`src/aphc_regs.svh`:
```
// Constants for the parallel converter host controller
`ifndef APHC_REGS_SVH
`define APHC_REGS_SVH
// Notes on behaviour
// - Read after busy falls, or old data.
// - Never read across busy falling edge.
// - Read command: bit15 high, address, don't-care.
// - Register mode stops results; write 0x00 exits.
// - Write frame: bit15 low, address, data.
// - Read a register before writing a series.
// Host command port offsets
`define APHC_ADDR_CTRL 4'h0
`define APHC_ADDR_STAT 4'h1
`define APHC_ADDR_REGCMD 4'h2
`define APHC_ADDR_REGRES 4'h3
`define APHC_ADDR_CRC 4'h4
`define APHC_ADDR_RES0 4'h8
// Control bits
`define APHC_CTRL_START 0
`define APHC_CTRL_STATUS 1
`define APHC_CTRL_CRC 2
`define APHC_CTRL_SWMODE 3
// Register command word: bit 15 selects read, as on the bus; kept clear of the address
`define APHC_CMD_READ 15
// Device register facts
`define APHC_DEV_EXIT_ADDR 7'h00
`define APHC_DEV_CRC_ADDR 7'h21
`define APHC_DEV_CRC_BIT 2
`define APHC_DEV_CFG_ADDR 7'h02
`define APHC_DEV_STATUS_BIT 6
// Strobe timing: low and high phase lengths in ns
`define APHC_STROBE_NS 30
`define APHC_CLK_NS 10
`define APHC_STROBE_CYC ((`APHC_STROBE_NS + `APHC_CLK_NS - 1) / `APHC_CLK_NS)
`define APHC_NCH 8
`endif

```
`src/aphc_pkg.sv`:
```
// Types of the parallel converter host controller
package aphc_pkg;
  typedef enum logic [5:0] {
    APHC_IDLE = 6'h01,
    APHC_WAIT = 6'h02,
    APHC_RLOW = 6'h04,
    APHC_RHIGH = 6'h08,
    APHC_WLOW = 6'h10,
    APHC_WHIGH = 6'h20
  } aphc_state_e;
  typedef struct packed {
    logic [15:0] dataOut;
    logic dataOe;
    logic chipSelN;
    logic readN;
    logic writeN;
    logic interfaceSelect;
    logic [2:0] osPins;
  } aphc_pins_s;
endpackage : aphc_pkg

```
`src/aphc_host.sv`:
```
// Host controller driving a converter's parallel port
//
// Strobed register access and the placing of the registers were left to the implementer.
`timescale 1ns/1ps
`include "aphc_regs.svh"
module aphc_host #(
  parameter int NCH = `APHC_NCH
) (
  input wire logic clk,
  input wire logic sys_rst,
  input wire logic [3:0] cmdAddr,
  input wire logic [15:0] cmdWdata,
  input wire logic cmdWr,
  input wire logic cmdRd,
  output logic [15:0] cmdRdata,
  output aphc_pkg::aphc_pins_s pins,
  input wire logic [15:0] dataIn,
  input wire logic busy,
  input wire logic firstChannelFlag
);
  import aphc_pkg::*;

  typedef struct packed {
    aphc_state_e st;
    logic [15:0] rdata;
    aphc_pins_s pins;
    logic [3:0] ctrl;
    logic regMode;
    logic pendRead;
    logic [14:0] regCmd;
    logic [15:0] regRes;
    logic [4:0] word;
    logic [3:0] cnt;
    logic [15:0] crc;
    logic [15:0] crcRx;
    logic done;
    logic seqErr;
    logic busyQ;
    logic [NCH-1:0][15:0] res;
    logic [NCH-1:0][7:0] hdr;
  } aphc_state_s;

  aphc_state_s cur_r;
  aphc_state_s cur_nxt;

  // CRC-16 step, polynomial 0x8005 as a plain default
  function automatic logic [15:0] crcStep(input logic [15:0] c, input logic [15:0] d);
    logic [15:0] r;
    r = c;
    for (int i = 15; i >= 0; i--)
    begin
      r = (r[15] ^ d[i]) ? ((r << 1) ^ 16'h8005) : (r << 1);
    end
    return r;
  endfunction : crcStep

  // Frames in one read burst
  function automatic logic [4:0] burstLen(input logic st, input logic cr);
    logic [4:0] n;
    n = st ? 5'(2 * NCH) : 5'(NCH);
    return cr ? n + 5'h01 : n;
  endfunction : burstLen

  // Next state: pin sequencing and the command port
  always_comb
  begin
    aphc_state_s n;
    logic [4:0] last;
    logic [2:0] chIx;
    n = cur_r;
    last = burstLen(cur_r.ctrl[`APHC_CTRL_STATUS], cur_r.ctrl[`APHC_CTRL_CRC]);
    chIx = cur_r.ctrl[`APHC_CTRL_STATUS] ? cur_r.word[3:1] : cur_r.word[2:0];
    n.busyQ = busy;
    n.pins.interfaceSelect = 1'b0;
    n.pins.osPins = {3{cur_r.ctrl[`APHC_CTRL_SWMODE]}};
    n.rdata = 16'h0000;
    if (cmdRd)
    begin
      unique case (cmdAddr)
        `APHC_ADDR_CTRL: n.rdata = {12'h000, cur_r.ctrl};
        `APHC_ADDR_STAT: n.rdata = {12'h000, cur_r.seqErr, cur_r.regMode, cur_r.done,
                                     cur_r.st != APHC_IDLE};
        `APHC_ADDR_REGRES: n.rdata = cur_r.regRes;
        `APHC_ADDR_CRC: n.rdata = cur_r.crcRx;
        default: if (cmdAddr[3]) n.rdata = cur_r.res[cmdAddr[2:0]];
      endcase
    end
    if (cmdWr && cmdAddr == `APHC_ADDR_CTRL)
    begin
      n.ctrl = cmdWdata[3:0] & 4'he;
    end
    unique case (cur_r.st)
      APHC_IDLE:
      begin
        n.pins.chipSelN = 1'b1;
        n.pins.dataOe = 1'b1;
        n.cnt = 4'h0;
        if (cmdWr && cmdAddr == `APHC_ADDR_REGCMD && cur_r.ctrl[`APHC_CTRL_SWMODE])
        begin
          n.regCmd = cmdWdata[14:0];
          n.pendRead = cmdWdata[`APHC_CMD_READ];
          n.pins.dataOut = {cmdWdata[`APHC_CMD_READ], cmdWdata[14:8],
                            cmdWdata[`APHC_CMD_READ] ? 8'h00 : cmdWdata[7:0]};
          n.pins.chipSelN = 1'b0;
          n.pins.writeN = 1'b0;
          n.pins.dataOe = 1'b0;
          n.st = APHC_WLOW;
        end
        else if (cmdWr && cmdAddr == `APHC_ADDR_CTRL && cmdWdata[`APHC_CTRL_START])
        begin
          n.done = 1'b0;
          n.seqErr = cur_r.regMode;
          n.word = 5'h00;
          n.crc = 16'hffff;
          n.st = cur_r.regMode ? APHC_IDLE : APHC_WAIT;
        end
      end
      APHC_WAIT:
      begin
        // start only once busy is low, so no read spans its fall
        if (!busy && !cur_r.busyQ)
        begin
          n.pins.chipSelN = 1'b0;
          n.pins.readN = 1'b0;
          n.st = APHC_RLOW;
        end
      end
      APHC_RLOW:
      begin
        n.cnt = cur_r.cnt + 4'h1;
        if (cur_r.cnt == 4'(`APHC_STROBE_CYC - 1))
        begin
          n.cnt = 4'h0;
          n.pins.readN = 1'b1;
          n.word = cur_r.word + 5'h01;
          if (cur_r.pendRead)
          begin
            n.regRes = {1'b0, dataIn[14:0]};
            n.pendRead = 1'b0;
          end
          else
          begin
            n.crc = crcStep(cur_r.crc, dataIn);
            if (cur_r.word == last - 5'h01 && cur_r.ctrl[`APHC_CTRL_CRC])
              n.crcRx = dataIn;
            else if (cur_r.ctrl[`APHC_CTRL_STATUS] && cur_r.word[0])
              n.hdr[chIx] = dataIn[15:8];
            else
              n.res[chIx] = dataIn;
            if (cur_r.word == 5'h00 && !firstChannelFlag)
              n.seqErr = 1'b1;
          end
          n.st = APHC_RHIGH;
        end
      end
      APHC_RHIGH:
      begin
        n.cnt = cur_r.cnt + 4'h1;
        if (cur_r.cnt == 4'(`APHC_STROBE_CYC - 1))
        begin
          n.cnt = 4'h0;
          if (cur_r.word == last || cur_r.regMode)
          begin
            n.pins.chipSelN = 1'b1;
            n.done = 1'b1;
            n.st = APHC_IDLE;
          end
          else
          begin
            n.pins.readN = 1'b0;
            n.st = APHC_RLOW;
          end
        end
      end
      APHC_WLOW:
      begin
        n.cnt = cur_r.cnt + 4'h1;
        n.pins.writeN = 1'b0;
        if (cur_r.cnt == 4'(`APHC_STROBE_CYC - 1))
        begin
          n.cnt = 4'h0;
          n.pins.writeN = 1'b1;
          n.st = APHC_WHIGH;
        end
      end
      APHC_WHIGH:
      begin
        n.cnt = cur_r.cnt + 4'h1;
        if (cur_r.cnt == 4'(`APHC_STROBE_CYC - 1))
        begin
          n.cnt = 4'h0;
          n.pins.dataOe = 1'b1;
          if (cur_r.pendRead)
          begin
            n.regMode = 1'b1;
            n.word = 5'h00;
            n.pins.readN = 1'b0;
            n.st = APHC_RLOW;
          end
          else
          begin
            if (cur_r.regCmd[14:8] == `APHC_DEV_EXIT_ADDR)
              n.regMode = 1'b0;
            else if (cur_r.regCmd[14:8] == `APHC_DEV_CRC_ADDR)
              n.ctrl[`APHC_CTRL_CRC] = cur_r.regCmd[`APHC_DEV_CRC_BIT];
            else if (cur_r.regCmd[14:8] == `APHC_DEV_CFG_ADDR)
              n.ctrl[`APHC_CTRL_STATUS] = cur_r.regCmd[`APHC_DEV_STATUS_BIT];
            n.pins.chipSelN = 1'b1;
            n.done = 1'b1;
            n.st = APHC_IDLE;
          end
        end
      end
    endcase
    cur_nxt = n;
  end

  // State register with synchronous reset
  always_ff @(posedge clk)
  begin
    if (sys_rst)
    begin
      cur_r <= '0;
      cur_r.st <= APHC_IDLE;
      cur_r.pins.chipSelN <= 1'b1;
      cur_r.pins.readN <= 1'b1;
      cur_r.pins.writeN <= 1'b1;
      cur_r.pins.dataOe <= 1'b1;
    end
    else
    begin
      cur_r <= cur_nxt;
    end
  end

  assign pins = cur_r.pins;
  assign cmdRdata = cur_r.rdata;
endmodule : aphc_host

```
`config.mk`:
```
export PLATFORM = sky130hd
export DESIGN_NAME = aphc_host
export DESIGN_NICKNAME = d
export VERILOG_FILES = /design/src/aphc_pkg.sv /design/src/aphc_host.sv
export VERILOG_INCLUDE_DIRS = /design/src
export SDC_FILE = /design/constraint.sdc
export NUM_CORES = 1
export LEC_CHECK = 0
export BUFFER_PORTS_ARGS = -buffer_cell sky130_fd_sc_hd__buf_4
export CORE_ASPECT_RATIO = 1.2
export CORE_MARGIN = 5
export CORE_UTILIZATION = 46
export DETAILED_ROUTE_END_ITERATION = 8
export GPL_TIMING_DRIVEN = 0
export SETUP_SLACK_MARGIN = 0.5
export SLEW_MARGIN = 15
export SYNTH_ARGS = -nofsm -noshare
export SYNTH_HDL_FRONTEND = slang
export SYNTH_SLANG_ARGS = --single-unit
```
`constraint.sdc`:
```
create_clock -name clk -period 4.8 [get_ports clk]
set_clock_uncertainty 0.1 [all_clocks]
set_input_delay 1.44 -clock clk [delete_from_list [all_inputs] [get_ports clk]]
set_output_delay 1.44 -clock clk [all_outputs]
set_load 0.1 [all_outputs]
```
==> impl_metrics.ini, run 1 <==
[status]
outcome = complete, no violations

[route]
dr.pass1.iters = 5
top_layer = met4
wl_met3_um = 1300
drt_iter0_markers = 473
drt-met1-wl_um = 12200
wl_met2_um = 12800
postRouteAntennaNets = 0
drc = 0
routed-via-count = 7677
drt-total-wl_um = 26800
wl_per_cell_um = 18.9
vias_per_cell = 5.41

[critical_path]
r2r_setup_slack_ns = 1.27
crit_start = cmdAddr[0]
required_ns = 5.06
worstPathArrival_ns = 4.10
cp-end-kind = flop
crit_path_start_kind = primary input
reg2reg_depth = 7
path_max_fanout = 10
crit_type = in2reg
reg2reg_to = cur_r[206]
r2r_start = cur_r[313]

[grt]
grt_pass1_vias = 7504
grt_max_degree = 14
grt_pass1_wl_um = 42500
grt.overflow.total = 0
grt_antenna_before_repair = 0
grtUsageTotal_pct = 20.6

[yosys]
yosys-top-cells-count = 221 x dfxtp_1, 184 x nor2_1, 154 x mux2i_1
syn_area_um2 = 10200
seq_area_frac_synth_pct = 43.5
ys_warn_count = 0
synth_top_area_cell = dfxtp_1
syn_nets = 1088
synth_seq_cells = 221
synth_edf_count = 0
syn_avg_cell_area_um2 = 9.78
synthCells = 1041
synth_ff_type = dfxtp_1
synth.top_cell.area_share_pct = 43.5
ys_types = 64
synth.top_cells.by_area = dfxtp_1 43%, mux2i_1 15%, mux4_2 7.1%
yosysMostFrequentCell = dfxtp_1
synthArstFlopShare_pct = 0

[cells_and_area]
final_nets = 1175
fin_cells = 1419
fillers = 2010
layout-drive-gt1-share_pct = 19.6
post-route-util_pct = 54.1
areaGrowthSynthToFinish_pct = 15.6
antenna-diode-count = 0
post-route-cell-area_um2 = 11800

[floorplanning]
initial_core_util_pct = 46.7
die_height_um = 173
num_rows = 59
core_region_area_um2 = 21800
die_area_um2 = 25200
ios = 82
die_w_um = 146

[clocking]
cts_made_buffers = 24
post_cts_resized = 0
clock_sinks = 221
path_clk_slew_ns = 0.06
tritoncts = yes
htree_levels = 1
post-cts-setup-buffers = 0
clk_latency_ns = 0.51
clock_path_buffers = 3
ctsRootBufferMaster = clkbuf_16
cts_hold_buf = 0

[sta]
fin_crit_sh_pct = 80.0
rsz0062_at_grt = no
maxSlewViolCount = 0
worstMarginPinSlew_ns = 1.08
max-slew-margin-rel_pct = 27.5
setup_viol = 0
fmax_mhz = 261
hold_viol = 0
fin_crit_ns = 3.84
final.setup.tns_ns = 0

[min_path]
min-delay-path-class = reg2reg
hold-path-endpoint = pins[9]
hold_start = pins[9]
min_delay_path_depth = 2

[placement]
dp_hpwl_um = 19200
placed_cell_area_um2 = 11000
port_buffers = 61
dp.cells = 1376
gp_congestion = 0.832

[pwr]
internal_power_mw = 2.98
ir_drop_v = 0.000262
power_mw = 3.90
switchingPower_uw = 921
p_leak_nw = 4.40
p_seq_share_pct = 47.4
p_sw_share_pct = 23.6
power_frac_comb_pct = 6.2
powerDensity_nw_per_um2 = 331
clock_power_share_pct = 46.4

[flow_run]
maxCapViolations = 0
==> registers in the layout, summed over array words and instances, names as in the netlist <==
signal    count
cur_nxt       1
pins         21
cur_r       183
cmdRdata     16
==> power by group through the flow <==
stage	combinational (mW)	sequential (mW)	clock (mW)
after floorplan	0.154	1.88	0
after global placement	0.240	1.89	0
after detailed placement	0.241	1.89	0
after CTS	0.242	1.85	1.85
after global routing	0.261	1.85	1.92
final	0.243	1.85	1.81
==> cell type report <==
type / count / area (µm²) / area share, %
Timing Repair Buffer: 61 / 458 / 3.89
Buffer: 128 / 694 / 5.90
Multi-Input combinational cell: 685 / 5050 / 42.9
Tap cell: 274 / 343 / 2.91
Sequential cell: 221 / 4420 / 37.6
Inverter: 7 / 26.3 / 0.223
Clock inverter: 11 / 88.8 / 0.755
Clock buffer: 32 / 692 / 5.88
==> worst max-delay path by stage <==
stage / endpoint / slack (ns) / cells after the start
global route: cmdRdata[7] / 0.69 / 6
CTS: cmdRdata[8] / 0.89 / 6
global placement: cmdRdata[6] / 0.40 / 6
finish: cmdRdata[6] / 0.96 / 6
detailed placement: cmdRdata[8] / 0.38 / 6
floorplan: cmdRdata[14] / 1.06 / 6
==> critical path, stage by stage <==
cell      delay, ns
clkbuf_1       0.57
buf_1          0.82
mux4_2         0.63
mux2_2         0.30
a222oi_1       0.24
nor2_1         0.09
==> kinds of logic after synthesis <==
| kind of cell | synth area share [%] |
|---|---|
| AO/OA/AOI/OAI | 7.36 |
| AND/OR/NAND/NOR | 16.6 |
| other | 0.0368 |
| adder cells (fa/ha/maj) | 0.615 |
| multiplexers | 24.2 |
| flip-flops | 43.5 |
| buffers and inverters | 7.08 |
| XOR/XNOR | 0.602 |
==> cells in the final DEF (no fill, tap or decap), types with 3 or more instances in the layout <==
cell type	count
a211oi_1	3
a21oi_1	55
a221oi_1	3
a222oi_1	12
a22oi_1	5
and2_1	3
and3_1	5
buf_1	6
buf_2	3
buf_4	105
buf_6	6
clkbuf_1	72
clkbuf_16	25
clkbuf_8	4
clkinv_2	7
dfxtp_1	221
ha_1	5
inv_1	7
mux2_2	18
mux2i_1	154
mux4_2	32
nand2_1	73
nand2b_1	6
nand3_1	11
nand3b_1	11
nand4_1	3
nor2_1	184
nor2b_1	6
nor3_1	7
nor3_4	4
nor4_1	6
o211ai_1	4
o21ai_0	9
or2_2	3
or3_1	3
or3b_2	3
or4_1	8
or4b_2	3
xor2_1	5
==> per-layer routing <==
layer	track usage, %	up-vias
li1	-	3786
met1	27.9	3644
met2	34.8	212
met3	2.91	35
met4	4.99	0
met5	0	-
==> stage by stage <==
stage | worst slack (ns) | hold WS [ns]
floorplan | 1.06 | 0.332
global placement | 0.396 | 0.340
detailed placement | 0.378 | 0.346
CTS | 0.891 | 0.355
global route | 0.694 | 0.371
finish | 0.962 | 0.352
Note: power is estimated with default switching activity, not from simulation.
==> run 2: changes to the inputs <==
==> constraint.sdc (replaced) <==
create_clock -name clk -period 3.8 [get_ports clk]
set_clock_uncertainty 0.1 [all_clocks]
set_input_delay 1.14 -clock clk [delete_from_list [all_inputs] [get_ports clk]]
set_output_delay 1.14 -clock clk [all_outputs]
set_load 0.1 [all_outputs]
==> impl_metrics.ini, run 2 (synthesis gave the netlist of run 1 again) <==
[status]
outcome = complete, no violations

[sta]
fmax_mhz = 312
fin_crit_sh_pct = 84.3
setup_viol = 0
fin_crit_ns = 3.20
hold-worst-slack_ns = 0.349
rsz0062_at_grt = yes
hold_viol = 0
worstMarginPinSlew_ns = 1.23
max-slew-margin-rel_pct = 17.6
maxSlewViolCount = 0
fin_ws_ns = 0.596

[clocking]
htree_levels = 1
tritoncts = yes
cts_made_buffers = 24
ctsRootBufferMaster = clkbuf_16
path_clk_slew_ns = 0.06
clock_path_buffers = 3
clock_sinks = 221
clk_latency_ns = 0.53

[cells_and_area]
layout_common_cells = 221 x dfxtp_1, 184 x nor2_1, 154 x mux2i_1
areaGrowthSynthToFinish_pct = 16.2
fin_cells = 1423
largest_reg_flops = 183
antenna-diode-count = 0
fillers = 1990
final_nets = 1182
final_common_cell = dfxtp_1
post-route-util_pct = 54.3
seq_area_um2 = 4420
multi_input_area_um2 = 5070
post-route-cell-area_um2 = 11800
largest_register = cur_r
layout-drive-gt1-share_pct = 20.1

[floorplanning]
die_w_um = 146
ios = 82
die_height_um = 173
core_region_area_um2 = 21800
num_rows = 59
die_area_um2 = 25200
initial_core_util_pct = 46.7

[grt]
grt_max_degree = 13
grt_pass1_vias = 7461
grt.overflow.total = 0
grt_pass1_wl_um = 42800
grtUsageTotal_pct = 20.8
grt_antenna_before_repair = 0

[placement]
placed_cell_area_um2 = 11000
pre_cts_slack_ns = -0.270
port_buffers = 61
dp_hpwl_um = 19300
dp.cells = 1376
gp_congestion = 0.869

[critical_path]
crit_family = compound AO/OA/AOI/OAI gates
crit_path_start_kind = primary input
crit_type = in2reg
crit_slowest_cell = a211oi_1
cp-end-kind = flop
worstPathArrival_ns = 3.51
required_ns = 4.11
critPathMostFrequentCell = a211oi_1
max_stage_delay_ns = 1.01
path_cells = clkbuf_1, nor3_1, a211oi_1, a211oi_1, a311oi_1
critical_path_buf_inv_count = 1
path_max_fanout = 10

[pwr]
powerDensity_nw_per_um2 = 412
p_seq_share_pct = 47.8
power_frac_comb_pct = 6.3
clock_power_share_pct = 45.9
switchingPower_mw = 1.14
p_sw_share_pct = 23.4
p_leak_nw = 4.42
ir_drop_v = 0.000351
internal_power_mw = 3.74

[route]
drc = 0
drt-total-wl_um = 26800
postRouteAntennaNets = 0
drt_iter0_markers = 447
routed-via-count = 7767
dr.pass1.iters = 5
wl_per_cell_um = 18.8
vias_per_cell = 5.46

[flow_run]
maxCapViolations = 0

[min_path]
min-delay-path-class = reg2reg
[run 2: cell count changes in the layout (fill, tap and decap cells not counted), sizes merged]
cell,before,now
buf,120,127
clkbuf,101,104
clkinv,8,3
clkinvlp,2,1
[run 2: timing repair]
item,CTS,global route
setup buffers,0,7
setup endpoints to repair,33,63
hold buffers,0,0
gates resized for setup,4,7
hold endpoints to repair,0,0
pin swaps,0,2
[run 2: per-stage QoR]
| stage | TNS (ns) | power (mW) |
|---|---|---|
| 2_1_floorplan | 0 | 2.57 |
| 3_3_place_gp | -2.23 | 2.69 |
| 3_5_place_dp | -1.95 | 2.69 |
| 4_1_cts | 0 | 4.93 |
| 5_1_grt | 0 | 5.05 |
| 6_report | 0 | 4.88 |
[run 2: worst paths after layout]
path,slack [ns],from,cells past startpoint,to
worst max-delay path,0.60,cmdAddr[1],5,cur_r[233]
worst min-delay path,0.35,pins[12],2,pins[12]
worst max register to register,0.60,cur_r[231],7,cur_r[199]
worst min register to register,0.35,pins[12],2,pins[12]
[run 2: final cells by class]
type	instances	area share, %
repair buffers	68	4.31
plain buffers	128	5.93
clock inverters	5	0.539
clock buffers	35	5.85
inverters	7	0.222
flip-flops and latches	221	37.4
well taps	274	2.90
multi-input cells	685	42.9
[run 2: power groups by stage]
| stage | clock network, mW | registers [mW] | logic, mW |
|---|---|---|---|
| 2_1_floorplan | 0 | 2.38 | 0.195 |
| 3_3_place_gp | 0 | 2.38 | 0.303 |
| 3_5_place_dp | 0 | 2.38 | 0.302 |
| 4_1_cts | 2.29 | 2.33 | 0.304 |
| 5_1_grt | 2.39 | 2.33 | 0.330 |
| 6_report | 2.24 | 2.33 | 0.307 |
[run 2: worst min-delay path: cells and delay by family (launching register included)]
family	cells	cell delay, ns
flip-flops	1	0.31
AND/OR/NAND/NOR	1	0.05
AO/OA/AOI/OAI	1	0.05
[run 2: routing by layer]
layer	track usage, %	vias up	part of all wire, %
met5	0	-	0
met4	5.54	0	2.3
met3	3.19	45	4.6
met2	34.4	205	47
met1	28.5	3714	46
li1	-	3803	-
==> run 3: changes to the inputs <==
--- a/config.mk
+++ b/config.mk
@@ -12,6 +12,7 @@
 export CORE_UTILIZATION = 46
 export DETAILED_ROUTE_END_ITERATION = 8
 export GPL_TIMING_DRIVEN = 0
+export PLACE_DENSITY = 0.66
 export SETUP_SLACK_MARGIN = 0.5
 export SLEW_MARGIN = 15
 export SYNTH_ARGS = -nofsm -noshare
==> constraint.sdc (replaced) <==
create_clock -name clk -period 2.6 [get_ports clk]
set_clock_uncertainty 0.1 [all_clocks]
set_input_delay 0.78 -clock clk [delete_from_list [all_inputs] [get_ports clk]]
set_output_delay 0.78 -clock clk [all_outputs]
set_load 0.1 [all_outputs]
==> impl_metrics.ini, run 3 (synthesis gave the netlist of run 1 again) <==
[status]
outcome = complete, but fails checks
violations = setup timing

[sta]
fin_crit_sh_pct = 111
hold_viol = 0
fmax_mhz = 347
worstMarginPinSlew_ns = 0.874
fin_ws_ns = -0.279
maxSlewViolCount = 0
setup_viol = 124
fin_crit_ns = 2.88
rsz0062_at_grt = yes
max-slew-margin-rel_pct = 41.8

[route]
dr.pass1.iters = 7
drt_iter0_markers = 520
postRouteAntennaNets = 0
wl_per_cell_um = 20.5
drt-total-wl_um = 30900
routed-via-count = 8468
drc = 0
vias_per_cell = 5.62

[clocking]
path_clk_slew_ns = 0.06
clk_latency_ns = 0.52
clock_sinks = 221
tritoncts = yes
ctsRootBufferMaster = clkbuf_16
cts_made_buffers = 23
clock_path_buffers = 3
htree_levels = 1

[pwr]
p_leak_nw = 5.28
powerDensity_nw_per_um2 = 537
ir_drop_v = 0.000432
power_mw = 7.51

[min_path]
hold_start = pins[13]
hold-path-endpoint = pins[13]
min_delay_path_depth = 2
min-delay-path-class = reg2reg

[grt]
grt_pass1_vias = 8412
grtUsageTotal_pct = 22.8
gr-usage-met3_pct = 3.01
top_usage_layer = met2
grt_antenna_before_repair = 0
grt.overflow.total = 0
grt_util_met2_pct = 41.1
use_met1_pct = 28.5
grt_max_degree = 14
grt_pass1_wl_um = 46900

[critical_path]
required_ns = 2.88
worstPathArrival_ns = 3.16
max_stage_delay_ns = 0.52
reg2reg_to = cur_r[132]
reg2reg_depth = 9
crit_start = cur_r[313]
r2r_start = cur_r[313]
critical_path_buf_inv_count = 4
crit_family = simple AND/OR/NAND/NOR gates
path_cells = or4_4, buf_6, or4b_4, buf_8, or4_4, buf_8, buf_4, mux2i_1, nor2_1
path_max_fanout = 8
r2r_setup_slack_ns = -0.28
crit_type = reg2reg
crit_path_start_kind = flop
crit_slowest_cell = or4_4
cp-end-kind = flop

[cells_and_area]
layout-drive-gt1-share_pct = 35.3
final_nets = 1265
layout_common_cells = 211 x dfxtp_1, 181 x nor2_1, 147 x mux2i_1
antenna-diode-count = 0
largest_register = cur_r
areaGrowthSynthToFinish_pct = 37.4
largest_reg_flops = 183
final_common_cell = dfxtp_1
fillers = 1678
fin_cells = 1508

[floorplanning]
die_w_um = 146
die_height_um = 173
num_rows = 59
ios = 82
core_region_area_um2 = 21800
initial_core_util_pct = 46.7
die_area_um2 = 25200

[placement]
dp_hpwl_um = 19500
dp.cells = 1376
port_buffers = 61
gp_congestion = 0.848

[flow_run]
maxCapViolations = 0
-- run 3: cell count changes in the layout (fill, tap and decap cells not counted), sizes merged --
cell,before,now
bufinv,1,3
clkbuf,104,101
inv,7,8
buf,127,212
-- run 3: worst min-delay path, stage by stage, from the launching register on --
cell     delay [ns]
dfxtp_1        0.31
nand2_1        0.05
a21oi_1        0.05
-- run 3: stage by stage --
step                setup slack (ns)  TNS (ns)  util, %  area [µm²]  hold WS (ns)
global placement              -0.565    -51.19     51.5       11200         0.340
detailed placement            -0.597    -52.06     51.5       11200         0.346
floorplan                     -0.153     -6.28        -       10400         0.332
CTS                           -0.218    -12.93     60.9       13300         0.355
global route                  -0.333    -26.60     64.2       14000         0.370
finish                        -0.279    -19.56     64.2       14000         0.351
-- run 3: area by class of cell --
type,instances,area [µm²],share of cell area (%)
clock buffer,33,643,4.60
tap,274,343,2.45
multi-input combinational,685,5680,40.6
buffer,128,1040,7.44
inverter,7,26.3,0.188
clock inverter,8,121,0.868
timing repair buffer,152,1690,12.1
sequential,221,4450,31.8
-- run 3: power by group --
| part | internal [mW] | switching [mW] |
|---|---|---|
| clock network | 2.02 | 1.36 |
| logic | 0.308 | 0.413 |
| registers | 3.39 | 0.0103 |
| total | 5.72 | 1.79 |
-- run 3: how the worst max path moves through the flow --
stage | cells after the start | endpoint | slack (ns)
after CTS | 9 | cur_r[134] | -0.22
after floorplan | 8 | cur_r[118] | -0.15
after global placement | 7 | cur_r[243] | -0.57
after global routing | 9 | cur_r[136] | -0.33
after detailed placement | 7 | cur_r[241] | -0.60
final | 9 | cur_r[132] | -0.28
-- run 3: timing repair --
action,in CTS,in global routing
gates cloned,8,4
buffers inserted,53,26
pin swaps,25,75
hold buffers,0,0
gates resized for setup,175,124
endpoints found under the setup margin,228,233
-- run 3: per-layer routing --
layer  wire length (µm)  vias to the layer above
met5                  0                        -
met4               1090                        0
met1              12600                     4117
met2              15700                      298
li1                   -                     3982
met3               1460                       71
